### src/rtl/sac_pkg.sv
// Shared constants and types for the converter control device and its host.
// Assumes a single 50 MHz system clock on both ends.
package sac_pkg;

    localparam int CLK_MHZ = 50;
    localparam int CODE_W = 16;
    localparam logic [15:0] CODE_ZERO = 16'h0000;
    localparam logic [15:0] CODE_FULL = 16'hffff;
    localparam logic [15:0] CODE_MSB = 16'h8000;
    localparam int MSB_POS = 15;
    // Converter timing, in nanoseconds.
    localparam int FREEZE_NS = 40;
    localparam int TRIAL_NS = 60;
    localparam int WAKE_NS = 200;
    localparam int FREEZE_CYC = (FREEZE_NS * CLK_MHZ + 999) / 1000;
    localparam int TRIAL_CYC = (TRIAL_NS * CLK_MHZ + 999) / 1000;
    localparam int WAKE_CYC = (WAKE_NS * CLK_MHZ + 999) / 1000;
    localparam int CNT_W = 8;
    // Host pacing: least sample period per mode and warp idle limit.
    localparam int FAST_RATE_KSPS = 570;
    localparam int NORM_RATE_KSPS = 500;
    localparam int LOWP_RATE_KSPS = 500;
    localparam int WARP_IDLE_US = 1000;
    localparam int FAST_PER_CYC = (CLK_MHZ * 1000 + FAST_RATE_KSPS - 1) / FAST_RATE_KSPS;
    localparam int NORM_PER_CYC = (CLK_MHZ * 1000 + NORM_RATE_KSPS - 1) / NORM_RATE_KSPS;
    localparam int WARP_IDLE_CYC = WARP_IDLE_US * CLK_MHZ;
    localparam int PACE_W = 20;
    localparam int LOW_PULSE_CYC = 2;

    // APB register offsets of the host controller.
    localparam logic [7:0] REG_CTRL = 8'h00;
    localparam logic [7:0] REG_STATUS = 8'h04;
    localparam logic [7:0] REG_RESULT = 8'h08;
    localparam int CTRL_START = 0;
    localparam int CTRL_MODE_LO = 1;
    localparam int CTRL_CODING = 3;
    localparam int CTRL_PD = 4;
    localparam int CTRL_RESET = 5;

    typedef enum logic [1:0] {SAC_MODE_NORMAL, SAC_MODE_FAST, SAC_MODE_LOWP} sac_mode_type;

    function automatic logic [1:0] sac_mode_pins(input logic [1:0] mode);
        // Returns {fast, low_power}.
        sac_mode_pins = (mode == 2'h1) ? 2'h2 : ((mode == 2'h2) ? 2'h1 : 2'h0);
    endfunction : sac_mode_pins

endpackage : sac_pkg

### src/rtl/sac_link_if.sv
// Pin-level link between the converter control device and its host.
// Assumes both ends share one clock; the device resynchronises the start, power-down and reset inputs.
`timescale 1ns/1ps
interface sac_link_if;
    logic conversion_start_n;
    logic fast_mode;
    logic low_power_mode;
    logic output_coding_select;
    logic power_down_request;
    logic reset_request;
    logic busy;
    logic [15:0] result;

    modport device (
        input conversion_start_n, fast_mode, low_power_mode, output_coding_select,
        input power_down_request, reset_request,
        output busy, result
    );
    modport host (
        output conversion_start_n, fast_mode, low_power_mode, output_coding_select,
        output power_down_request, reset_request,
        input busy, result
    );
endinterface : sac_link_if

### src/rtl/sac_device.sv
// Successive-approximation conversion control of the 16-bit converter.
// Assumes the comparator decision arrives on the user side, same clock.
//
// Contract
// Falling start strobe begins a conversion.
// Freeze the sample before any bit trial.
// Trial bits MSB first, sixteen binary steps.
// Form code, then drop busy.
// Result belongs to the conversion just started.
// Three modes: fast, normal, low power.
// Host starts no faster than 570 kSPS fast.
// Host discards first fast result after 1 ms; here the host keeps it and marks it stale.
// Host starts at most 500 kSPS normal.
// Low-power mode powers down between conversions.
// Coding select picks binary or twos complement.
// Twos complement is binary with MSB inverted.
// Overrange input gives maximum code.
// Underrange input gives minimum code.
// Coding select high means straight binary.
// Low power when low-power high, fast low.
// Reset input aborts any conversion.
// Power-down finishes current, then blocks starts.
//
// Local design decisions: the placing of the registers and the APB register port.
`timescale 1ns/1ps
module sac_device
    import sac_pkg::*;
(
    // Clock, reset and enable.
    input wire logic sys_clk_i,
    input wire logic reset_n_i,
    input wire logic clk_en_i,
    // Link to the host.
    sac_link_if.device link,
    // Analog front end.
    input wire logic comparator_high_i,
    input wire logic over_range_i,
    input wire logic under_range_i,
    output logic sample_hold_o,
    output logic [15:0] dac_code_o,
    output logic analog_power_on_o,
    output logic [1:0] mode_o
);

    typedef enum logic [2:0] {ST_IDLE, ST_WAKE, ST_FREEZE, ST_TRIAL, ST_DONE} sac_state_type;

    sac_state_type state;
    logic [2:0] start_sync;
    logic [2:0] pd_sync;
    logic [2:0] rst_sync;
    logic start_level;
    logic [CNT_W-1:0] cnt;
    logic [3:0] bit_idx;
    logic [15:0] trial;
    logic [15:0] result;
    logic busy;
    logic [1:0] mode;
    logic coding_binary;
    logic powered_down;

    // Start, power-down and reset pins pass three flops; a start edge, or a power-down or reset rise, counts once the last two agree.
    always_ff @(posedge sys_clk_i or negedge reset_n_i)
    begin
        if (!reset_n_i)
        begin
            start_sync <= 3'h7;
            pd_sync <= 3'h0;
            rst_sync <= 3'h0;
        end
        else if (clk_en_i)
        begin
            start_sync <= {start_sync[1:0], link.conversion_start_n};
            pd_sync <= {pd_sync[1:0], link.power_down_request};
            rst_sync <= {rst_sync[1:0], link.reset_request};
        end
    end

    always_ff @(posedge sys_clk_i or negedge reset_n_i)
    begin
        if (!reset_n_i)
            start_level <= 1'b1;
        else if (clk_en_i && (start_sync[1] == start_sync[2]))
            start_level <= start_sync[2];
    end

    wire start_fall = start_level && (start_sync[2:1] == 2'h0);
    wire pd_active = pd_sync[2] && pd_sync[1];
    wire rst_active = rst_sync[2] && rst_sync[1];
    wire is_fast = link.fast_mode && !link.low_power_mode;
    wire is_lowp = link.low_power_mode && !link.fast_mode;
    wire [1:0] next_mode = is_fast ? 2'h1 : (is_lowp ? 2'h2 : 2'h0);
    wire cnt_done = (cnt == '0);
    wire [15:0] bit_mask = CODE_MSB >> bit_idx;
    wire [15:0] kept = comparator_high_i ? (trial & ~bit_mask) : trial;
    wire [15:0] next_trial = (bit_idx == 4'(MSB_POS)) ? kept : (kept | (bit_mask >> 1));
    // Clamp beats the trial result at the end codes.
    wire [15:0] bin_code = over_range_i ? CODE_FULL : (under_range_i ? CODE_ZERO : kept);
    wire [15:0] out_code = coding_binary ? bin_code : (bin_code ^ CODE_MSB);
    wire can_start = start_fall && !pd_active && !powered_down;

    always_ff @(posedge sys_clk_i or negedge reset_n_i)
    begin
        if (!reset_n_i)
        begin
            state <= ST_IDLE;
            cnt <= '0;
            bit_idx <= '0;
            trial <= CODE_ZERO;
            result <= CODE_ZERO;
            busy <= 1'b0;
            mode <= 2'h0;
            coding_binary <= 1'b1;
            powered_down <= 1'b0;
        end
        else if (clk_en_i)
        begin
            if (rst_active)
            begin
                state <= ST_IDLE;
                busy <= 1'b0;
                trial <= CODE_ZERO;
            end
            else
            begin
                case (state)
                    ST_IDLE:
                    begin
                        mode <= next_mode;
                        coding_binary <= link.output_coding_select;
                        powered_down <= pd_active;
                        if (can_start)
                        begin
                            busy <= 1'b1;
                            if (mode == 2'h2)
                            begin
                                state <= ST_WAKE;
                                cnt <= CNT_W'(WAKE_CYC - 1);
                            end
                            else
                            begin
                                state <= ST_FREEZE;
                                cnt <= CNT_W'(FREEZE_CYC - 1);
                            end
                        end
                    end
                    ST_WAKE:
                    begin
                        cnt <= cnt - 1'b1;
                        if (cnt_done)
                        begin
                            state <= ST_FREEZE;
                            cnt <= CNT_W'(FREEZE_CYC - 1);
                        end
                    end
                    ST_FREEZE:
                    begin
                        cnt <= cnt - 1'b1;
                        if (cnt_done)
                        begin
                            state <= ST_TRIAL;
                            bit_idx <= '0;
                            trial <= CODE_MSB;
                            cnt <= CNT_W'(TRIAL_CYC - 1);
                        end
                    end
                    ST_TRIAL:
                    begin
                        cnt <= cnt - 1'b1;
                        if (cnt_done)
                        begin
                            trial <= next_trial;
                            cnt <= CNT_W'(TRIAL_CYC - 1);
                            bit_idx <= bit_idx + 1'b1;
                            if (bit_idx == 4'(MSB_POS))
                            begin
                                result <= out_code;
                                state <= ST_DONE;
                            end
                        end
                    end
                    ST_DONE:
                    begin
                        busy <= 1'b0;
                        state <= ST_IDLE;
                    end
                    default:
                        state <= ST_IDLE;
                endcase
            end
        end
    end

    // The sample is frozen from the start strobe on, through any wake-up, to the last trial.
    wire hold_state = (state == ST_WAKE) || (state == ST_FREEZE) || (state == ST_TRIAL);

    // Front-end outputs, all registered.
    always_ff @(posedge sys_clk_i or negedge reset_n_i)
    begin
        if (!reset_n_i)
        begin
            sample_hold_o <= 1'b0;
            dac_code_o <= CODE_ZERO;
            analog_power_on_o <= 1'b1;
            mode_o <= 2'h0;
            link.busy <= 1'b0;
            link.result <= CODE_ZERO;
        end
        else if (clk_en_i)
        begin
            sample_hold_o <= hold_state;
            dac_code_o <= trial;
            // Low-power mode and power-down keep the analog core off while idle.
            analog_power_on_o <= !((state == ST_IDLE) && ((mode == 2'h2) || powered_down));
            mode_o <= mode;
            link.busy <= busy;
            link.result <= result;
        end
    end

endmodule : sac_device

### src/flat_wrapper.sv
// flat-port wrapper written by rule: the top's interface ports become plain ports
module sac_device_flat import sac_pkg::*;
  (sys_clk_i, reset_n_i, clk_en_i, comparator_high_i, over_range_i, under_range_i, sample_hold_o, dac_code_o, analog_power_on_o, mode_o, link_conversion_start_n, link_fast_mode, link_low_power_mode, link_output_coding_select, link_power_down_request, link_reset_request, link_busy, link_result);
  sac_link_if link_i ();
  input wire logic sys_clk_i;
  input wire logic reset_n_i;
  input wire logic clk_en_i;
  input wire logic comparator_high_i;
  input wire logic over_range_i;
  input wire logic under_range_i;
  output logic sample_hold_o;
  output logic [15:0] dac_code_o;
  output logic analog_power_on_o;
  output logic [1:0] mode_o;
  input wire logic [$bits(link_i.conversion_start_n)-1:0] link_conversion_start_n;
  input wire logic [$bits(link_i.fast_mode)-1:0] link_fast_mode;
  input wire logic [$bits(link_i.low_power_mode)-1:0] link_low_power_mode;
  input wire logic [$bits(link_i.output_coding_select)-1:0] link_output_coding_select;
  input wire logic [$bits(link_i.power_down_request)-1:0] link_power_down_request;
  input wire logic [$bits(link_i.reset_request)-1:0] link_reset_request;
  output wire logic [$bits(link_i.busy)-1:0] link_busy;
  output wire logic [$bits(link_i.result)-1:0] link_result;
  assign link_i.conversion_start_n = link_conversion_start_n;
  assign link_i.fast_mode = link_fast_mode;
  assign link_i.low_power_mode = link_low_power_mode;
  assign link_i.output_coding_select = link_output_coding_select;
  assign link_i.power_down_request = link_power_down_request;
  assign link_i.reset_request = link_reset_request;
  assign link_busy = link_i.busy;
  assign link_result = link_i.result;
  sac_device u_core (.sys_clk_i(sys_clk_i), .reset_n_i(reset_n_i), .clk_en_i(clk_en_i), .link(link_i), .comparator_high_i(comparator_high_i), .over_range_i(over_range_i), .under_range_i(under_range_i), .sample_hold_o(sample_hold_o), .dac_code_o(dac_code_o), .analog_power_on_o(analog_power_on_o), .mode_o(mode_o));
endmodule
### config.mk
export PLATFORM = sky130hd
export DESIGN_NAME = sac_device_flat
export DESIGN_NICKNAME = d
export VERILOG_FILES = /design/src/rtl/sac_pkg.sv /design/src/rtl/sac_link_if.sv /design/src/rtl/sac_device.sv /design/src/flat_wrapper.sv
export SDC_FILE = /design/constraint.sdc
export NUM_CORES = 1
export LEC_CHECK = 0
export BUFFER_PORTS_ARGS = -buffer_cell sky130_fd_sc_hd__buf_2
export CORE_MARGIN = 2
export CORE_UTILIZATION = 50
export CTS_CLUSTER_DIAMETER = 200
export DETAILED_ROUTE_END_ITERATION = 10
export GPL_TIMING_DRIVEN = 0
export PLACE_DENSITY = 0.79
export SYNTH_ARGS = -nofsm -noshare
export SYNTH_HDL_FRONTEND = slang
export SYNTH_SLANG_ARGS = --single-unit
export TNS_END_PERCENT = 10
### constraint.sdc
create_clock -name sys_clk_i -period 2.55 [get_ports sys_clk_i]
set_input_delay 0.1275 -clock sys_clk_i [delete_from_list [all_inputs] [get_ports sys_clk_i]]
set_output_delay 0.1275 -clock sys_clk_i [all_outputs]
set_load 0.03 [all_outputs]
==> impl_results.md, run 1 <==
* Maximum level of the CTS H-tree at 3
* Area added between synthesis and finish at 14.0%
* Uppermost metal layer occupied by signal nets: met4
* Syn Inst Count at 401
* Final-layout worst hold slack at 0.0208 ns
* Seq. cell area at 2480 µm²
* Total Routing Usage GR at 21.6%
* First DRT Iteration DRCs at 187
* Count of warnings emitted by yosys at 0
* Maximum fanout along the worst path at 9
* Die span in x at 101 µm
* Hpwl dp at 7.16 mm
* IR Drop Worst-Case VDD at 0.000361 V
* Via density per instance at 5.91
* Final Max Slew Viols at 0
* Flops & latches, synth at 99
* Library cell used as clock root buffer: clkbuf_8
* Core ar. at 9200 µm²
* # IOs at 49
* Vias in the first global route at 3391
* Placer congestion estimate at 0.896
* Met2 WL post-DR at 4.92 mm
* Setup-failing EPs final at 0
* Wirelength, routed at 10.3 mm
* Cell types with the largest area share after synthesis: dfrtp_1 (49%), mux2_2 (12%), o21ai_0 (3.6%)
* Final-report hold violation count at 0
* Highest Clock Rate at 480 MHz
* Count of flip-flops with a built-in enable after synthesis at 0
* Port bufs at 47
* Critical Path Start Type: flop
* Most common flop cell mapped by yosys: dfrtp_1
* Net total in the final layout at 486
* Setup CP Type: reg2reg
* Actual slew at the worst max-slew pin at 0.910 ns
* Largest net degree at the start of global routing at 60
* Post-Synthesis Net Count at 422
* Sequential fraction of the synthesis area at 52.6%
* Area share of the largest cell type after synthesis at 49.3%
* Fraction of synthesis flops using an asynchronous set or reset pin at 100%
* Setup tns final at 0 ns
* Cts bufs inserted at 9
* Die Area at 10200 µm²
* RSZ-0062 raised after global routing: no
* CTS clock-pin slew for the worst setup and hold paths at 0.10 ns
* Antenna diodes at 0
* Max capacitance violation total at 0
* Run status: complete, no violations
* Average routed wire per standard cell at 17.6 µm
* Distinct cells, synth at 57
* DRC errors left at 0
* Layout cell share with drive strength beyond 1 at 31.7%
* Global-route wire length before repair at 17.2 mm
* Global route total overflow at 0
* Worst endpoint data arrival time at 2.32 ns
* Clock tree from TritonCTS: built
* Required time at the endpoint of the critical path at 2.79 ns
* Average instance area after synthesis at 11.8 µm²
* Cell area power density at 815 nW/µm²
* Sum of internal, switching and leakage power at 0.00438 W
* Clock period minus final worst setup slack at 2.08 ns
* Maximum root-to-sink buffer count at 2
* Post-synthesis cell type with the largest combined area: dfrtp_1
* Remaining antenna violation count after routing at 0
* Leakage Power at 2.53 nW
* Worst-Skew Late Latency at 0.37 ns
* Initial antenna violation count at 0
* Slew headroom at 38.8%
* CP Capture Type: flop
* Multi-input gate area in the final layout at 2070 µm²
* Post-cts sizing count at 0
* Vias at 3436
* Sinks on Clock Net at 99
* DR pass1 iterations at 5
* Post-synthesis instance area at 4720 µm²
* Chip Height at 101 µm
* Starting density of the core at 51.3%
* Fin Clk Skew at 0.00575 ns
* Cell row count at 35
* Routed metal-1 wirelength at 4.72 mm
* FILL cells at 788
* Sum of met3 wire segment lengths after detailed routing at 526 µm
* Min-delay worst type: in2reg
* Ratio of final minimum period to clock period at 81.7%
[worst max-delay path, stage by stage (launching register included)]
cell     delay, ns
dfrtp_1       0.43
inv_1         0.11
ha_1          0.16
nor4b_4       0.37
nand4_1       0.41
o21ai_0       0.32
o21ai_0       0.16
[logic make-up after synthesis]
logic type / Yosys count / synth area share (%)
buffers and inverters: 35 / 3.45
XOR/XNOR: 1 / 0.186
multiplexers: 57 / 14.1
AO/OA/AOI/OAI: 120 / 17.2
adder cells (fa/ha/maj): 9 / 2.39
flip-flops: 99 / 52.6
AND/OR/NAND/NOR: 80 / 10.0
[sequential cells by signal (all words and copies together), names as in the netlist, 2 cells and up]
signal	flops
u_core.trial	16
u_core.cnt	8
u_core.mode	2
u_core.rst_sync	3
u_core.dac_code_o	16
u_core.pd_sync	3
u_core.mode_o	2
u_core.result	16
u_core.bit_idx	4
u_core.link.result	16
u_core.state	3
u_core.start_sync	3
[where the power goes]
| part | switching [W] | leakage [nW] | internal (W) |
|---|---|---|---|
| clock network | 0.000579 | 0.107 | 0.000471 |
| registers | 0.000172 | 1.32 | 0.00178 |
| logic | 0.000846 | 1.11 | 0.000530 |
| total | 0.00160 | 2.53 | 0.00279 |
[per-layer routing]
metal,track usage (%),vias up
li1,-,1599
met2,34.2,90
met5,0,-
met4,4.47,0
met1,30.4,1738
met3,5.52,9
[metrics by stage]
stage / instance area (µm²) / instances / utilization [%] / setup slack (ns)
floorplan: 4720 / 401 / - / 0.754
global placement: 5090 / 559 / 55.4 / 0.421
detailed placement: 5120 / 560 / 55.7 / 0.527
CTS: 5380 / 581 / 58.5 / 0.463
global route: 5380 / 581 / 58.5 / 0.286
finish: 5380 / 581 / 58.5 / 0.466
[final cells by class]
type                       count  area share (%)
sequential                    99            46.2
multi-input combinational    267            38.5
timing repair buffer          53            5.86
tap                          111            2.58
clock buffer                   9            2.30
buffer                        18            1.84
clock inverter                 7            1.51
inverter                      17            1.19
[path summary, 6_finish.rpt]
check | from | endpoint | slack, ns | cells after the start
min reg2reg | u_core.start_sync[1]$_DFFE_PN1P_ | u_core.start_sync[2]$_DFFE_PN1P_ | 0.49 | 2
min in group asynchronous | reset_n_i | u_core.link.result[13]$_DFFE_PN0P_ | 0.26 | 2
max in group asynchronous | reset_n_i | u_core.start_level$_DFFE_PN1P_ | 1.56 | 3
max | u_core.cnt[0]$_DFFE_PN0P_ | u_core.result[9]$_DFFE_PN0P_ | 0.47 | 6
max reg2reg | u_core.cnt[0]$_DFFE_PN0P_ | u_core.result[9]$_DFFE_PN0P_ | 0.47 | 6
min | link_fast_mode | u_core.mode[0]$_DFFE_PN0P_ | 0.02 | 3
[cell usage after synthesis, types with 5 or more instances]
cell	count
a211oi_1	7
a21boi_0	5
a21oi_1	12
a31oi_1	8
buf_2	7
dfrtp_1	93
dfstp_2	6
ha_1	9
inv_1	16
mux2_2	51
mux2_4	6
nand2_1	22
nand2b_1	10
nand3_1	11
nor2_1	8
o21a_1	5
o21ai_0	34
o21bai_1	8
o2bb2ai_1	14
[what timing repair did]
item | 4_1_cts | 5_1_grt
hold buffers | 5 | 0
endpoints found under the hold margin | 44 | 0
buffers inserted | 0 | 0
[cell usage in the layout (no fill, tap or decap), types with 2 or more instances in the layout]
master,n
nor2_1,8
and3b_1,4
nand2b_1,10
nand2_1,22
o2bb2ai_1,14
inv_6,3
inv_1,16
buf_2,53
or2_2,3
a21o_1,2
a22oi_1,4
a31oi_1,8
mux2_2,51
a21oi_2,3
dlygate4sd3_1,5
nand4_1,3
a21boi_0,5
a22o_1,2
o21ai_0,34
mux2_4,6
nor2b_1,3
ha_1,9
a2bb2oi_1,2
o22ai_1,4
clkbuf_8,9
o31ai_1,3
buf_1,4
nand3_1,11
a21oi_1,12
a211oi_1,7
buf_6,3
dfstp_2,6
and3_1,2
o21bai_1,8
dfrtp_1,93
clkbuf_1,4
o21a_1,5
Note: power is estimated with default switching activity, not from simulation.
==> inputs of run 2 (changes only) <==
--- a/config.mk
+++ b/config.mk
@@ -11,7 +11,7 @@
 export CTS_CLUSTER_DIAMETER = 200
 export DETAILED_ROUTE_END_ITERATION = 10
 export GPL_TIMING_DRIVEN = 0
-export PLACE_DENSITY = 0.79
+export PLACE_DENSITY = 0.82
 export SYNTH_ARGS = -nofsm -noshare
 export SYNTH_HDL_FRONTEND = slang
 export SYNTH_SLANG_ARGS = --single-unit
==> constraint.sdc (replaced) <==
create_clock -name sys_clk_i -period 1.9 [get_ports sys_clk_i]
set_input_delay 0.095 -clock sys_clk_i [delete_from_list [all_inputs] [get_ports sys_clk_i]]
set_output_delay 0.095 -clock sys_clk_i [all_outputs]
set_load 0.03 [all_outputs]
==> run 2 against run 1 <==
- via count is 1.8% higher
- cell count is 1.9% higher
- clock power is 22% higher
- critical endpoint is now u_core.bit_idx[1]$_DFFE_PN0P_
- setup slack worse by 0.45 ns
- final area is 1.9% higher
- clock skew is 0.0015 ns higher
- hold slack better by 0.16 ns
- flip-flop and latch count stayed put
==> impl_results.md, run 2 (synthesis gave the netlist of run 1 again) <==
* Run status: complete, no violations
* Area added between synthesis and finish at 16.1%
* Average routed wire per standard cell at 17.7 µm
* Final Max Slew Viols at 0
* Max capacitance violation total at 0
* FILL cells at 734
* Final-report hold violation count at 0
* Net switching power at 0.00217 W
* RSZ-0062 raised after global routing: yes
* Maximum level of the CTS H-tree at 3
* Hpwl dp at 7.40 mm
* Actual slew at the worst max-slew pin at 0.704 ns
* Critical Path Start Type: flop
* Clock period minus final worst setup slack at 1.89 ns
* Cts bufs inserted at 9
* Instance count along the most critical hold path at 3
* Remaining antenna violation count after routing at 0
* CP delay by family, top: simple AND/OR/NAND/NOR gates
* Antenna diodes at 0
* Cell area power density at 1070 nW/µm²
* Die Area at 10200 µm²
* First DRT Iteration DRCs at 234
* Port bufs at 47
* Leakage Power at 2.58 nW
* Vias at 3499
* Vias in the first global route at 3430
* Fin cells at 592
* Starting density of the core at 51.3%
* Cells along the critical path: inv_2 > ha_1 > nor4b_4 > buf_4 > nand2_1 > or2_4 > a22o_1
* GRT Max-Usage Layer: met2
* Worst R2R Setup Slack at 0.01 ns
* Register share of total power at 44.8%
* Total Routing Usage GR at 21.4%
* Global route total overflow at 0
* Global-route wire length before repair at 17.0 mm
* Commonest non-fill, non-tap cells in the layout: dfrtp_1 (92), buf_2 (53), mux2_2 (51)
* Slew headroom at 53.1%
* Worst Reg2Reg Path Length in Cells at 7
* Net total in the final layout at 497
* Highest Clock Rate at 530 MHz
* Launch point of the worst hold path: clk_en_i
* Worst endpoint data arrival time at 2.14 ns
* Buffer and inverter count on the worst path at 2
* Clk pwr share at 21.8%
* Slowest stage cell on the critical path: dfrtp_2
* Sinks on Clock Net at 99
* Worst Setup Slack, final at 0.0126 ns
* DR pass1 iterations at 5
* Met1 track demand over resource at 30.9%
* Initial antenna violation count at 0
* Setup-failing EPs final at 0
* WHS Endpoint: u_core.start_level$_DFFE_PN1P_
* Switching power as a share of total power at 37.0%
* CP Capture Type: flop
* Clock tree from TritonCTS: built
* Core ar. at 9200 µm²
* Post-place instance area at 5120 µm²
* Setup CP Type: reg2reg
* Wirelength, routed at 10.5 mm
* Total internal power at 0.00371 W
* Destination of the worst register-to-register timing path: u_core.bit_idx[1]$_DFFE_PN0P_
* Die span in x at 101 µm
* Maximum root-to-sink buffer count at 2
* Worst-Skew Late Latency at 0.36 ns
* Final instance area at 5480 µm²
* Library cell used as clock root buffer: clkbuf_8
* Ratio of final minimum period to clock period at 99.3%
* Largest net degree at the start of global routing at 53
* Startpoint of the lowest-slack register-to-register path: u_core.cnt[0]$_DFFE_PN0P_
* Maximum fanout along the worst path at 6
* IR Drop Worst-Case VDD at 0.000574 V
* # IOs at 49
* DRC errors left at 0
* Cell row count at 35
* CTS clock-pin slew for the worst setup and hold paths at 0.10 ns
* Global-route met2 utilization at 32.6%
* Met3 demand-to-capacity share in global routing at 3.52%
* Layout cell share with drive strength beyond 1 at 33.7%
* Number of placed instances, taps included at 560
* Delay contributed by the slowest stage of the critical path at 0.44 ns
* Chip Height at 101 µm
* Placer congestion estimate at 0.904
* Min-delay worst type: in2reg
* Required time at the endpoint of the critical path at 2.15 ns
* Comb power frac at 33.4%
* Commonest non-fill, non-tap cell in the layout: dfrtp_1
* Via density per instance at 5.91
* Fin Clk Skew at 0.00725 ns
* Pre-CTS worst setup slack at -0.147 ns
==> run 2: repair_timing <==
item / CTS / global route
hold buffers: 8 / 0
setup buffers: 4 / 4
resized for setup: 5 / 4
pin swaps: 0 / 1
setup endpoints to repair: 30 / 40
endpoints found under the hold margin: 51 / 0
==> run 2: metal layers <==
metal / wire [µm] / share of wire (%)
met1: 4940 / 47
met3: 480 / 4.6
met2: 4840 / 46
met4: 242 / 2.3
met5: 0 / 0
==> run 2: power by group through the flow <==
stage	clock network (W)	registers, W	logic (W)
floorplan	0	0.00275	0.00123
global placement	0	0.00264	0.00174
detailed placement	0	0.00267	0.00182
CTS	0.00131	0.00263	0.00188
global route	0.00141	0.00267	0.00214
finish	0.00128	0.00263	0.00196
==> run 2: worst max path at each step <==
stage / startpoint / to / slack [ns] / cells after the start
after global placement: reset_n_i / u_core.rst_sync[0]$_DFFE_PN0P_ / -0.19 / 1
after global routing: u_core.bit_idx[2]$_DFFE_PN0P_ / u_core.trial[12]$_DFFE_PN0P_ / -0.07 / 7
after CTS: u_core.cnt[0]$_DFFE_PN0P_ / u_core.trial[12]$_DFFE_PN0P_ / 0.004 / 8
final: u_core.cnt[0]$_DFFE_PN0P_ / u_core.bit_idx[1]$_DFFE_PN0P_ / 0.01 / 7
after detailed placement: u_core.cnt[0]$_DFFE_PN0P_ / u_core.result[14]$_DFFE_PN0P_ / -0.15 / 7
after floorplan: u_core.cnt[0]$_DFFE_PN0P_ / u_core.result[13]$_DFFE_PN0P_ / 0.10 / 7
==> run 2: worst register-to-register path, cell delays in order, from the launching register on <==
cell     delay, ns
dfrtp_2       0.44
inv_2         0.08
ha_1          0.14
nor4b_4       0.20
buf_4         0.18
nand2_1       0.16
or2_4         0.34
a22o_1        0.24
==> run 2: metrics by stage <==
step	power [W]	setup TNS, ns	utilization [%]	hold slack, ns
finish	0.00588	0	59.6	0.183
global route	0.00621	-0.850	59.6	0.163
CTS	0.00583	0	59.2	0.163
detailed placement	0.00449	-1.71	55.7	0.169
global placement	0.00438	-17.35	55.4	0.327
floorplan	0.00398	0	-	-0.201
==> run 2: final cells by class <==
type,count,area (µm²),area share [%]
multi-input cells,267,2090,38.1
flip-flops and latches,99,2490,45.4
clock buffers,10,138,2.51
repair buffers,64,418,7.62
well taps,111,139,2.53
inverters,17,63.8,1.16
plain buffers,18,98.8,1.80
clock inverters,6,48.8,0.890
